<file path="src/hw/icpfce_params.svh">
// constants of the programming-port command engine
// Function
// - characters are one start bit, eight data bits LSB first, 1.5 stop bits
// - write opcode takes address and size high bytes first, then data to consecutive locations
// - isolated bytes use separate write commands of size one, six bytes each
// - size zero on write or read means the whole main memory
// - a write size above main memory size is clamped to that size
// - write data is dropped while flash is locked or area is protected
// - read opcode takes address and size, returns bytes from successive locations
// - read-protected main-memory bytes are returned as ff
// - crc opcode returns CRC-CCITT over whole main memory, high byte first
// - crc returns ffff when not in programming mode
// - autobaud read returns four zero bits and bits 11..8, then bits 7..0
// - test-mode write loads the following byte into test-mode register
// - test-mode read returns the test-mode register
// - test-mode register reachable only through port commands, not the processor
// - pin-access test mode routes flash accesses through the I/O pins
// - port program and page erase ignore the sector guard register
// - mass erase may be started through the port
// - each byte program completes before the next write byte is taken
// - each flash read takes two clocks before the byte is sent
// - control register holds the flash access enable flag
// - status register reports port and device state
`ifndef ICPFCE_PARAMS_SVH
`define ICPFCE_PARAMS_SVH

`define ICPFCE_OP_RD_STATUS 8'h02
`define ICPFCE_OP_WR_CTL 8'h04
`define ICPFCE_OP_RD_CTL 8'h05
`define ICPFCE_OP_WR_FLASH 8'h0a
`define ICPFCE_OP_RD_FLASH 8'h0b
`define ICPFCE_OP_CRC 8'h0e
`define ICPFCE_OP_RD_BAUD 8'h1b
`define ICPFCE_OP_WR_TEST 8'hf0
`define ICPFCE_OP_RD_TEST 8'hf1

`define ICPFCE_MEM_32K 17'h08000
`define ICPFCE_MEM_64K 17'h10000
`define ICPFCE_ERASED 8'hff
`define ICPFCE_CRC_OFF 16'hffff
`define ICPFCE_CRC_INIT 16'hffff
`define ICPFCE_CRC_POLY 16'h1021
`define ICPFCE_RD_CYCLES 2'h2
`define ICPFCE_ARG_LAST 2'h3

`define ICPFCE_CTL_RESET 8'h00
`define ICPFCE_CTL_WMASK 8'h80
`define ICPFCE_CTL_FAE_BIT 7
`define ICPFCE_TM_RESET 8'h00
`define ICPFCE_TM_PIN_BIT 0
`define ICPFCE_ST_BUSY_BIT 0
`define ICPFCE_ST_PIN_BIT 1
`define ICPFCE_ST_UNLOCK_BIT 2
`define ICPFCE_ST_DROP_BIT 3
`define ICPFCE_ST_FAE_BIT 7

`endif

</file>
<file path="src/hw/icpfce_pkg.sv">
// types of the programming-port command engine
package icpfce_pkg;

    typedef enum logic [7:0] {
        ICPFCE_IDLE = 8'h01,
        ICPFCE_ARG = 8'h02,
        ICPFCE_WDATA = 8'h04,
        ICPFCE_PROG = 8'h08,
        ICPFCE_READ = 8'h10,
        ICPFCE_CRC = 8'h20,
        ICPFCE_SEND = 8'h40,
        ICPFCE_REGW = 8'h80
    } icpfce_state_e;

    typedef struct packed {
        logic [15:0] addr;
        logic [7:0] wdata;
        logic rd;
        logic prog;
    } icpfce_flash_req_s;

    typedef struct packed {
        logic unlocked;
        logic protect_all;
        logic protect_lower;
        logic mem_is_64k;
        logic info_sel;
    } icpfce_flash_opt_s;

    typedef struct packed {
        icpfce_state_e st;
        logic [7:0] cmd;
        logic [1:0] argcnt;
        logic [15:0] size;
        logic [16:0] count;
        logic [1:0] wait_cnt;
        logic [15:0] crc;
        logic [15:0] rsp;
        logic [1:0] rsp_cnt;
        logic [7:0] ctl;
        logic [7:0] tmode;
        logic drop_seen;
        logic [1:0][7:0] buf_q;
        logic buf_wp;
        logic buf_rp;
        logic [1:0] buf_fill;
        icpfce_flash_req_s flash;
    } icpfce_regs_s;

endpackage

</file>
<file path="src/hw/icpfce_engine.sv">
// programming-port command engine: flash write/read, crc, autobaud, test-mode registers
`timescale 1ns/100ps
`include "icpfce_params.svh"

module icpfce_engine
    import icpfce_pkg::*;
(
    input wire logic clk,
    input wire logic reset_n,
    input wire logic rx_valid,
    input wire logic [7:0] rx_data,
    output logic rx_ready,
    output logic tx_valid,
    output logic [7:0] tx_data,
    input wire logic tx_ready,
    input wire logic [11:0] baud_value,
    input wire icpfce_flash_opt_s flash_opt,
    input wire logic [7:0] flash_rdata,
    input wire logic prog_done,
    output icpfce_flash_req_s flash_req,
    output logic flash_access_enable,
    output logic pin_access_mode,
    output logic sector_guard_bypass,
    output logic mass_erase_allow
);

    icpfce_regs_s s_r;
    icpfce_regs_s s_nxt;
    logic push;
    logic [7:0] push_data;
    logic pop;
    logic room;
    logic [7:0] status;

    function automatic logic [16:0] mem_size(input logic big);
        mem_size = big ? `ICPFCE_MEM_64K : `ICPFCE_MEM_32K;
    endfunction

    // zero and oversize both mean the whole main memory
    function automatic logic [16:0] eff_size(input logic [15:0] sz, input logic big);
        logic [16:0] lim;
        lim = mem_size(big);
        if (sz == 16'h0000) begin
            eff_size = lim;
        end else if ({1'b0, sz} > lim) begin
            eff_size = lim;
        end else begin
            eff_size = {1'b0, sz};
        end
    endfunction

    // main-memory protection from the option byte
    function automatic logic main_prot(input logic [15:0] a, input icpfce_flash_opt_s o);
        logic [16:0] half;
        half = mem_size(o.mem_is_64k) >> 1;
        main_prot = !o.info_sel && (o.protect_all || (o.protect_lower && ({1'b0, a} < half)));
    endfunction

    function automatic logic [15:0] crc_byte(input logic [15:0] c, input logic [7:0] d);
        logic [15:0] r;
        r = c ^ {d, 8'h00};
        for (int i = 0; i < 8; i++) begin
            r = r[15] ? ((r << 1) ^ `ICPFCE_CRC_POLY) : (r << 1);
        end
        crc_byte = r;
    endfunction

    // status is assembled live so the host sees the current port and device state
    always_comb begin
        status = 8'h00;
        status[`ICPFCE_ST_BUSY_BIT] = (s_r.st != ICPFCE_IDLE);
        status[`ICPFCE_ST_PIN_BIT] = s_r.tmode[`ICPFCE_TM_PIN_BIT];
        status[`ICPFCE_ST_UNLOCK_BIT] = flash_opt.unlocked;
        status[`ICPFCE_ST_DROP_BIT] = s_r.drop_seen;
        status[`ICPFCE_ST_FAE_BIT] = s_r.ctl[`ICPFCE_CTL_FAE_BIT];
    end

    assign room = (s_r.buf_fill != 2'h2);
    assign tx_valid = (s_r.buf_fill != 2'h0);
    assign tx_data = s_r.buf_q[s_r.buf_rp];
    assign pop = tx_valid && tx_ready;
    // bytes arrive already framed by the serial receiver
    assign rx_ready = (s_r.st == ICPFCE_IDLE) || (s_r.st == ICPFCE_ARG) ||
                      (s_r.st == ICPFCE_WDATA) || (s_r.st == ICPFCE_REGW);
    assign flash_req = s_r.flash;
    assign flash_access_enable = s_r.ctl[`ICPFCE_CTL_FAE_BIT];
    assign pin_access_mode = s_r.tmode[`ICPFCE_TM_PIN_BIT];
    assign sector_guard_bypass = s_r.ctl[`ICPFCE_CTL_FAE_BIT];
    assign mass_erase_allow = s_r.ctl[`ICPFCE_CTL_FAE_BIT];

    always_comb begin
        s_nxt = s_r;
        s_nxt.flash.rd = 1'b0;
        s_nxt.flash.prog = 1'b0;
        push = 1'b0;
        push_data = 8'h00;
        unique case (s_r.st)
            ICPFCE_IDLE: begin
                if (rx_valid) begin
                    s_nxt.cmd = rx_data;
                    s_nxt.argcnt = 2'h0;
                    case (rx_data)
                        `ICPFCE_OP_WR_FLASH,
                        `ICPFCE_OP_RD_FLASH: begin
                            s_nxt.st = ICPFCE_ARG;
                        end
                        `ICPFCE_OP_CRC: begin
                            if (!s_r.ctl[`ICPFCE_CTL_FAE_BIT]) begin
                                s_nxt.rsp = `ICPFCE_CRC_OFF;
                                s_nxt.rsp_cnt = 2'h2;
                                s_nxt.st = ICPFCE_SEND;
                            end else begin
                                s_nxt.flash.addr = 16'h0000;
                                s_nxt.count = mem_size(flash_opt.mem_is_64k);
                                s_nxt.crc = `ICPFCE_CRC_INIT;
                                s_nxt.wait_cnt = 2'h0;
                                s_nxt.st = ICPFCE_CRC;
                            end
                        end
                        `ICPFCE_OP_RD_BAUD: begin
                            s_nxt.rsp = {4'h0, baud_value};
                            s_nxt.rsp_cnt = 2'h2;
                            s_nxt.st = ICPFCE_SEND;
                        end
                        `ICPFCE_OP_RD_TEST: begin
                            s_nxt.rsp = {s_r.tmode, 8'h00};
                            s_nxt.rsp_cnt = 2'h1;
                            s_nxt.st = ICPFCE_SEND;
                        end
                        `ICPFCE_OP_RD_CTL: begin
                            s_nxt.rsp = {s_r.ctl, 8'h00};
                            s_nxt.rsp_cnt = 2'h1;
                            s_nxt.st = ICPFCE_SEND;
                        end
                        `ICPFCE_OP_RD_STATUS: begin
                            s_nxt.rsp = {status, 8'h00};
                            s_nxt.rsp_cnt = 2'h1;
                            s_nxt.drop_seen = 1'b0;
                            s_nxt.st = ICPFCE_SEND;
                        end
                        `ICPFCE_OP_WR_TEST,
                        `ICPFCE_OP_WR_CTL: begin
                            s_nxt.st = ICPFCE_REGW;
                        end
                        default: begin
                            // unknown opcodes are ignored; the host times out
                            s_nxt.st = ICPFCE_IDLE;
                        end
                    endcase
                end
            end
            ICPFCE_ARG: begin
                if (rx_valid) begin
                    s_nxt.argcnt = s_r.argcnt + 2'h1;
                    // address then size, each high byte first
                    if (s_r.argcnt[1] == 1'b0) begin
                        s_nxt.flash.addr = {s_r.flash.addr[7:0], rx_data};
                    end else begin
                        s_nxt.size = {s_r.size[7:0], rx_data};
                    end
                    if (s_r.argcnt == `ICPFCE_ARG_LAST) begin
                        s_nxt.count = eff_size({s_r.size[7:0], rx_data}, flash_opt.mem_is_64k);
                        s_nxt.wait_cnt = 2'h0;
                        s_nxt.st = (s_r.cmd == `ICPFCE_OP_WR_FLASH) ? ICPFCE_WDATA : ICPFCE_READ;
                    end
                end
            end
            ICPFCE_WDATA: begin
                if (rx_valid) begin
                    if (!flash_opt.unlocked || !s_r.ctl[`ICPFCE_CTL_FAE_BIT] ||
                        main_prot(s_r.flash.addr, flash_opt) ||
                        (flash_opt.info_sel && flash_opt.protect_all)) begin
                        // dropped byte still consumes count and address
                        s_nxt.drop_seen = 1'b1;
                        s_nxt.flash.addr = s_r.flash.addr + 16'h0001;
                        s_nxt.count = s_r.count - 17'h00001;
                        s_nxt.st = (s_r.count == 17'h00001) ? ICPFCE_IDLE : ICPFCE_WDATA;
                    end else begin
                        s_nxt.flash.wdata = rx_data;
                        s_nxt.flash.prog = 1'b1;
                        s_nxt.st = ICPFCE_PROG;
                    end
                end
            end
            ICPFCE_PROG: begin
                // no write buffer: the next byte waits for the flash
                if (prog_done) begin
                    s_nxt.flash.addr = s_r.flash.addr + 16'h0001;
                    s_nxt.count = s_r.count - 17'h00001;
                    s_nxt.st = (s_r.count == 17'h00001) ? ICPFCE_IDLE : ICPFCE_WDATA;
                end
            end
            ICPFCE_READ: begin
                s_nxt.flash.rd = (s_r.wait_cnt == 2'h0);
                if (s_r.wait_cnt != `ICPFCE_RD_CYCLES) begin
                    s_nxt.wait_cnt = s_r.wait_cnt + 2'h1;
                end else if (room) begin
                    push = 1'b1;
                    push_data = (main_prot(s_r.flash.addr, flash_opt) || !s_r.ctl[`ICPFCE_CTL_FAE_BIT]) ?
                                `ICPFCE_ERASED : flash_rdata;
                    s_nxt.wait_cnt = 2'h0;
                    s_nxt.flash.addr = s_r.flash.addr + 16'h0001;
                    s_nxt.count = s_r.count - 17'h00001;
                    s_nxt.st = (s_r.count == 17'h00001) ? ICPFCE_IDLE : ICPFCE_READ;
                end
            end
            ICPFCE_CRC: begin
                // three clocks per byte, so the reply waits about one memory pass
                s_nxt.flash.rd = (s_r.wait_cnt == 2'h0);
                if (s_r.wait_cnt != `ICPFCE_RD_CYCLES) begin
                    s_nxt.wait_cnt = s_r.wait_cnt + 2'h1;
                end else begin
                    s_nxt.wait_cnt = 2'h0;
                    s_nxt.crc = crc_byte(s_r.crc, flash_rdata);
                    s_nxt.flash.addr = s_r.flash.addr + 16'h0001;
                    s_nxt.count = s_r.count - 17'h00001;
                    if (s_r.count == 17'h00001) begin
                        s_nxt.rsp = crc_byte(s_r.crc, flash_rdata);
                        s_nxt.rsp_cnt = 2'h2;
                        s_nxt.st = ICPFCE_SEND;
                    end
                end
            end
            ICPFCE_SEND: begin
                if (room) begin
                    push = 1'b1;
                    push_data = s_r.rsp[15:8];
                    s_nxt.rsp = {s_r.rsp[7:0], 8'h00};
                    s_nxt.rsp_cnt = s_r.rsp_cnt - 2'h1;
                    s_nxt.st = (s_r.rsp_cnt == 2'h1) ? ICPFCE_IDLE : ICPFCE_SEND;
                end
            end
            ICPFCE_REGW: begin
                if (rx_valid) begin
                    // only the port reaches the test-mode register
                    if (s_r.cmd == `ICPFCE_OP_WR_TEST) begin
                        s_nxt.tmode = rx_data;
                    end else begin
                        s_nxt.ctl = rx_data & `ICPFCE_CTL_WMASK;
                    end
                    s_nxt.st = ICPFCE_IDLE;
                end
            end
        endcase
        // two-entry reply buffer; a stalled receiver halts reads rather than losing bytes
        if (push) begin
            s_nxt.buf_q[s_r.buf_wp] = push_data;
            s_nxt.buf_wp = ~s_r.buf_wp;
        end
        if (pop) begin
            s_nxt.buf_rp = ~s_r.buf_rp;
        end
        s_nxt.buf_fill = s_r.buf_fill + {1'b0, push} - {1'b0, pop};
    end

    always_ff @(posedge clk) begin
        if (!reset_n) begin
            s_r <= '0;
            s_r.st <= ICPFCE_IDLE;
            s_r.ctl <= `ICPFCE_CTL_RESET;
            s_r.tmode <= `ICPFCE_TM_RESET;
        end else begin
            s_r <= s_nxt;
        end
    end

endmodule

</file>
<file path="config.mk">
export PLATFORM = sky130hd
export DESIGN_NAME = icpfce_engine
export DESIGN_NICKNAME = d
export VERILOG_FILES = /design/src/hw/icpfce_pkg.sv /design/src/hw/icpfce_engine.sv
export VERILOG_INCLUDE_DIRS = /design/src /design/src/hw
export SDC_FILE = /design/constraint.sdc
export NUM_CORES = 1
export LEC_CHECK = 0
export BUFFER_PORTS_ARGS = -buffer_cell sky130_fd_sc_hd__clkbuf_2
export CAP_MARGIN = 20
export CELL_PAD_IN_SITES_DETAIL_PLACEMENT = 1
export CELL_PAD_IN_SITES_GLOBAL_PLACEMENT = 1
export CORE_MARGIN = 1.5
export CORE_UTILIZATION = 40
export DETAILED_ROUTE_END_ITERATION = 6
export GPL_TIMING_DRIVEN = 0
export PLACE_DENSITY = 0.74
export SLEW_MARGIN = 20
export SYNTH_ARGS = -nofsm -noshare
export SYNTH_HDL_FRONTEND = slang
export SYNTH_SLANG_ARGS = --single-unit
</file>
<file path="constraint.sdc">
create_clock -name clk -period 2.7 [get_ports clk]
set_clock_uncertainty 0.15 [all_clocks]
set_input_delay 0.135 -clock clk [delete_from_list [all_inputs] [get_ports clk]]
set_output_delay 0.135 -clock clk [all_outputs]
set_load 0.02 [all_outputs]
</file>
==> results summary <==
The fraction of synthesis flops using an asynchronous set or reset pin is 0%. The average instance area after synthesis came out at approximately 8.0 um2. The final core utilization is between 50% and 60%. After legalization and detailed placement, the total HPWL measured between 15,000 and 20,000 um. Of all cell types, the one taking the most synthesized area is dfxtp_1.

The arrival time of the worst setup path came out at around 2.9 ns. The DRC violation total after the first TritonRoute iteration is roughly 570. The startpoint type of the worst setup path is a flop. The smallest clock period supported by the final layout is computed as between 2 and 3 ns. The register area is 0.00271 mm2. The flow ran to the end, but the final reports show violations. The final-report hold violation count came out at 0. The number of max-slew violations in the final report came out at 0. The post-synth net total came out at between 1,000 and 1,500. In this run switching power makes up 32.2% of total power. The number of iterations in the first detailed-routing pass is 5. The total routed wirelength is about 31,000 um.

Counting along the longest clock path gives a buffer depth of 2. In this run the power density over the cells is approximately 660 mW/mm2. The final layout net count is ~1,100.

In the synthesized netlist the dominant register cell turns out to be dfxtp_1. By count the netlist is led by dfxtp_1, nor2_1, a21oi_1, nand2_1, clkbuf_1. For this run the aggregate overflow at the end of global routing stands at 0. The sequential-to-total area share from yosys stat is approximately a third. The global router's overall resource usage is approximately 30%.

The area of combinational cells with multiple inputs is 0.00492 mm2. The number of nets with antenna violations after routing is 0. The worst IR drop on VDD came out at around 440 uV.

Hold is met by 0.0163 ns. The die height came out at 142 um. The DRC violation count after routing is 0.

The post-route clock period utilization is 100%. The last weighted congestion value of the routability-driven placer is about 0.9. The kind of end point of the critical path is a flop. Setup repair after global routing could not meet its margin everywhere. After synthesis, the cell types taking the most area are dfxtp_1, nor2_1, a21oi_1, nand2_1, buf_4. The number of clock buffers added by TritonCTS is 17. The critical path data required time came out at between 2 and 3 ns.

The met3 track utilization from global routing is around 5.6%. The via count of the first global-routing pass came to ~8,000. The sum of negative setup slack is -0.0225 ns. The leakage power is between 0.003 and 0.004 uW. The number of maximum-capacitance violations is 0.

The synthesized design contains between 100 and 150 register bits. After clock tree synthesis, the clock-pin slew on the worst setup and hold paths is approximately 0.06 ns. Global routing used approximately 50% of the available met2 tracks. The summed instance area of the synthesized netlist is just under 0.008 mm2.

The placed instances occupy a cell area of about 0.0084 mm2. The final reports fail on negative setup slack. The number of sinks handled by clock tree synthesis came out at between 100 and 150. The buffer type at the clock tree root is clkbuf_16. The internal power summed over all cells is 4520 uW. Sequential cells account for between 30% and 40% of the total power. The highest attainable clock frequency came out at between 300 and 400 MHz.

The fraction of met1 tracks used by global routing came out at approximately 36%. The number of enable-type register cells in the synthesized netlist came out at 0. The transition time at the pin with the least slew margin came out at just over 0.9 ns. The headroom to the max-slew limit is about two fifths. In this run the worst hold path is classified as in2reg.

The number of levels in the clock H-tree is 4. The width of the die came out at 142 um. The repair_antennas step left the layout with diodes totalling 0. TritonCTS built the clock tree.

The count of unique library cells instantiated by Yosys is 70. The number of standard cells after synthesis is slightly below 1,000. The number of antenna violations at the first check in global routing is 0.

The I/O pin total came out at slightly below 80. The post-route netlist has a little under a third of its cells at a drive strength greater than 1. In this run the worst path has a maximum fanout of 6. The die covers ~0.02 mm2. The post-layout worst setup margin is -0.00981 ns.

The combinational power share is between 20% and 30%. After filler insertion, the fill cell instance count of the layout stands at ~2,200. Using the TritonRoute via totals, the vias-per-cell ratio works out to just over 6. The count of yosys warnings during synthesis came out at 0. The total area inside the core boundary comes to about 0.019 mm2.

The largest net degree at the start of global routing is 17. The final setup violation count is 4. The switching power of the nets is 2140 uW.

After global routing, the most crowded layer is met2. The wire length of the first global-routing pass came out at ~45,000 um. The routed layout has about 8,100 vias. The setup path with the least slack is of type reg2reg.

The synthesis-to-layout area growth is 31.9%. The clock network burns between 40% and 50% of the power. The count of input and output buffers is 72.

For this configuration, the core starts out at a cell density of 41.0%. The average wire per standard cell is approximately 23 um. The clock insertion delay at the later pin of the skew report came out at about 0.44 ns.

After routing the design area is 0.0101 mm2. The area fraction of the dominant cell type after synthesis came out at 35.1%. In this run the core area contains 50 standard-cell rows.
-- placed cells by master, fill, tap and decap left out, types with 9 or more instances in the layout --
cell type	n
o221a_2	16
buf_6	17
clkbuf_16	19
xor2_1	16
nand3_1	20
nor4_1	9
nor3_1	30
nand2b_1	9
clkbuf_2	79
nand2_1	84
buf_4	66
mux2i_1	16
a22o_1	13
xnor2_1	21
inv_1	13
a21oi_4	13
nor2_2	11
o21ai_0	29
a211oi_2	16
and2_1	9
a211oi_1	17
dfxtp_1	130
nor2_1	125
clkbuf_1	33
a21oi_1	79
mux2_2	9
and3_1	9
-- cell type report --
cell class	count	area share, %
sequential	135	26.7
buffer	91	6.12
tap	234	2.89
multi-input combinational	713	48.5
clock buffer	17	4.19
clock inverter	14	2.41
timing repair buffer	124	8.61
inverter	15	0.580
-- per-stage QoR --
stage | total power, uW | instances | setup slack, ns
after floorplan | 3210 | 961 | 0.0440
after global placement | 3590 | 1267 | -0.927
after detailed placement | 3620 | 1267 | -0.921
after CTS | 6500 | 1329 | -0.0160
after global routing | 6900 | 1343 | -0.115
final | 6660 | 1343 | -0.00981
-- power by group through the flow --
stage          registers, uW  logic [uW]  clock network [uW]
5_1_grt                 2250        1820                2830
4_1_cts                 2220        1520                2750
6_report                2240        1700                2720
3_3_place_gp            2260        1330                   0
2_1_floorplan           2230         979                   0
3_5_place_dp            2260        1360                   0
-- timing repair --
| item | 4_1_cts | 5_1_grt |
|---|---|---|
| hold buffers | 6 | 0 |
| gates cloned | 1 | 2 |
| buffers inserted | 27 | 17 |
| endpoints found under the hold margin | 9 | 0 |
| setup endpoints to repair | 106 | 87 |
| pin swaps | 20 | 23 |
| resized for setup | 83 | 88 |
-- state kept, by name, indices dropped and copies added, names as in the netlist --
signal / cells
s_r: 107
flash_req: 26
flash_access_enable: 1
pin_access_mode: 1
-- routing by layer --
layer	share of wire (%)	routed length [um]	vias up
li1	-	-	3709
met5	0	0	-
met3	5.8	1780	91
met1	41	12600	3989
met4	4.2	1280	0
met2	49	15000	345
-- cells by family after synthesis --
kind of cell               count (synthesis)  synth area share (%)
and+or+nand+nor                          383                  24.5
AOI/OAI and AO/OA                        256                  23.1
xor gates and xnor gates                  38                  4.33
adders and majority gates                  9                  1.46
muxes                                     27                  3.66
DFF                                      135                  35.1
buffers and inverters                    113                  7.82
-- final timing paths --
| check | cells past startpoint | startpoint | end | slack [ns] |
|---|---|---|---|---|
| max reg2reg | 10 | s_r[144] | s_r[77] | -0.01 |
| min reg2reg | 2 | s_r[136] | s_r[136] | 0.30 |
| min | 4 | tx_ready | s_r[28] | 0.02 |
| max | 10 | s_r[144] | s_r[77] | -0.01 |
-- critical path, stage by stage (launching register included) --
cell and delay (ns):
dfxtp_2 0.32, buf_6 0.12, or4_4 0.55, or3_4 0.42
o22ai_4 0.21, or4_4 0.23, o21ai_4 0.07, buf_6 0.15
clkbuf_16 0.17, a21oi_4 0.13, a211oi_2 0.05
Power figures use the tool's default switching activity.
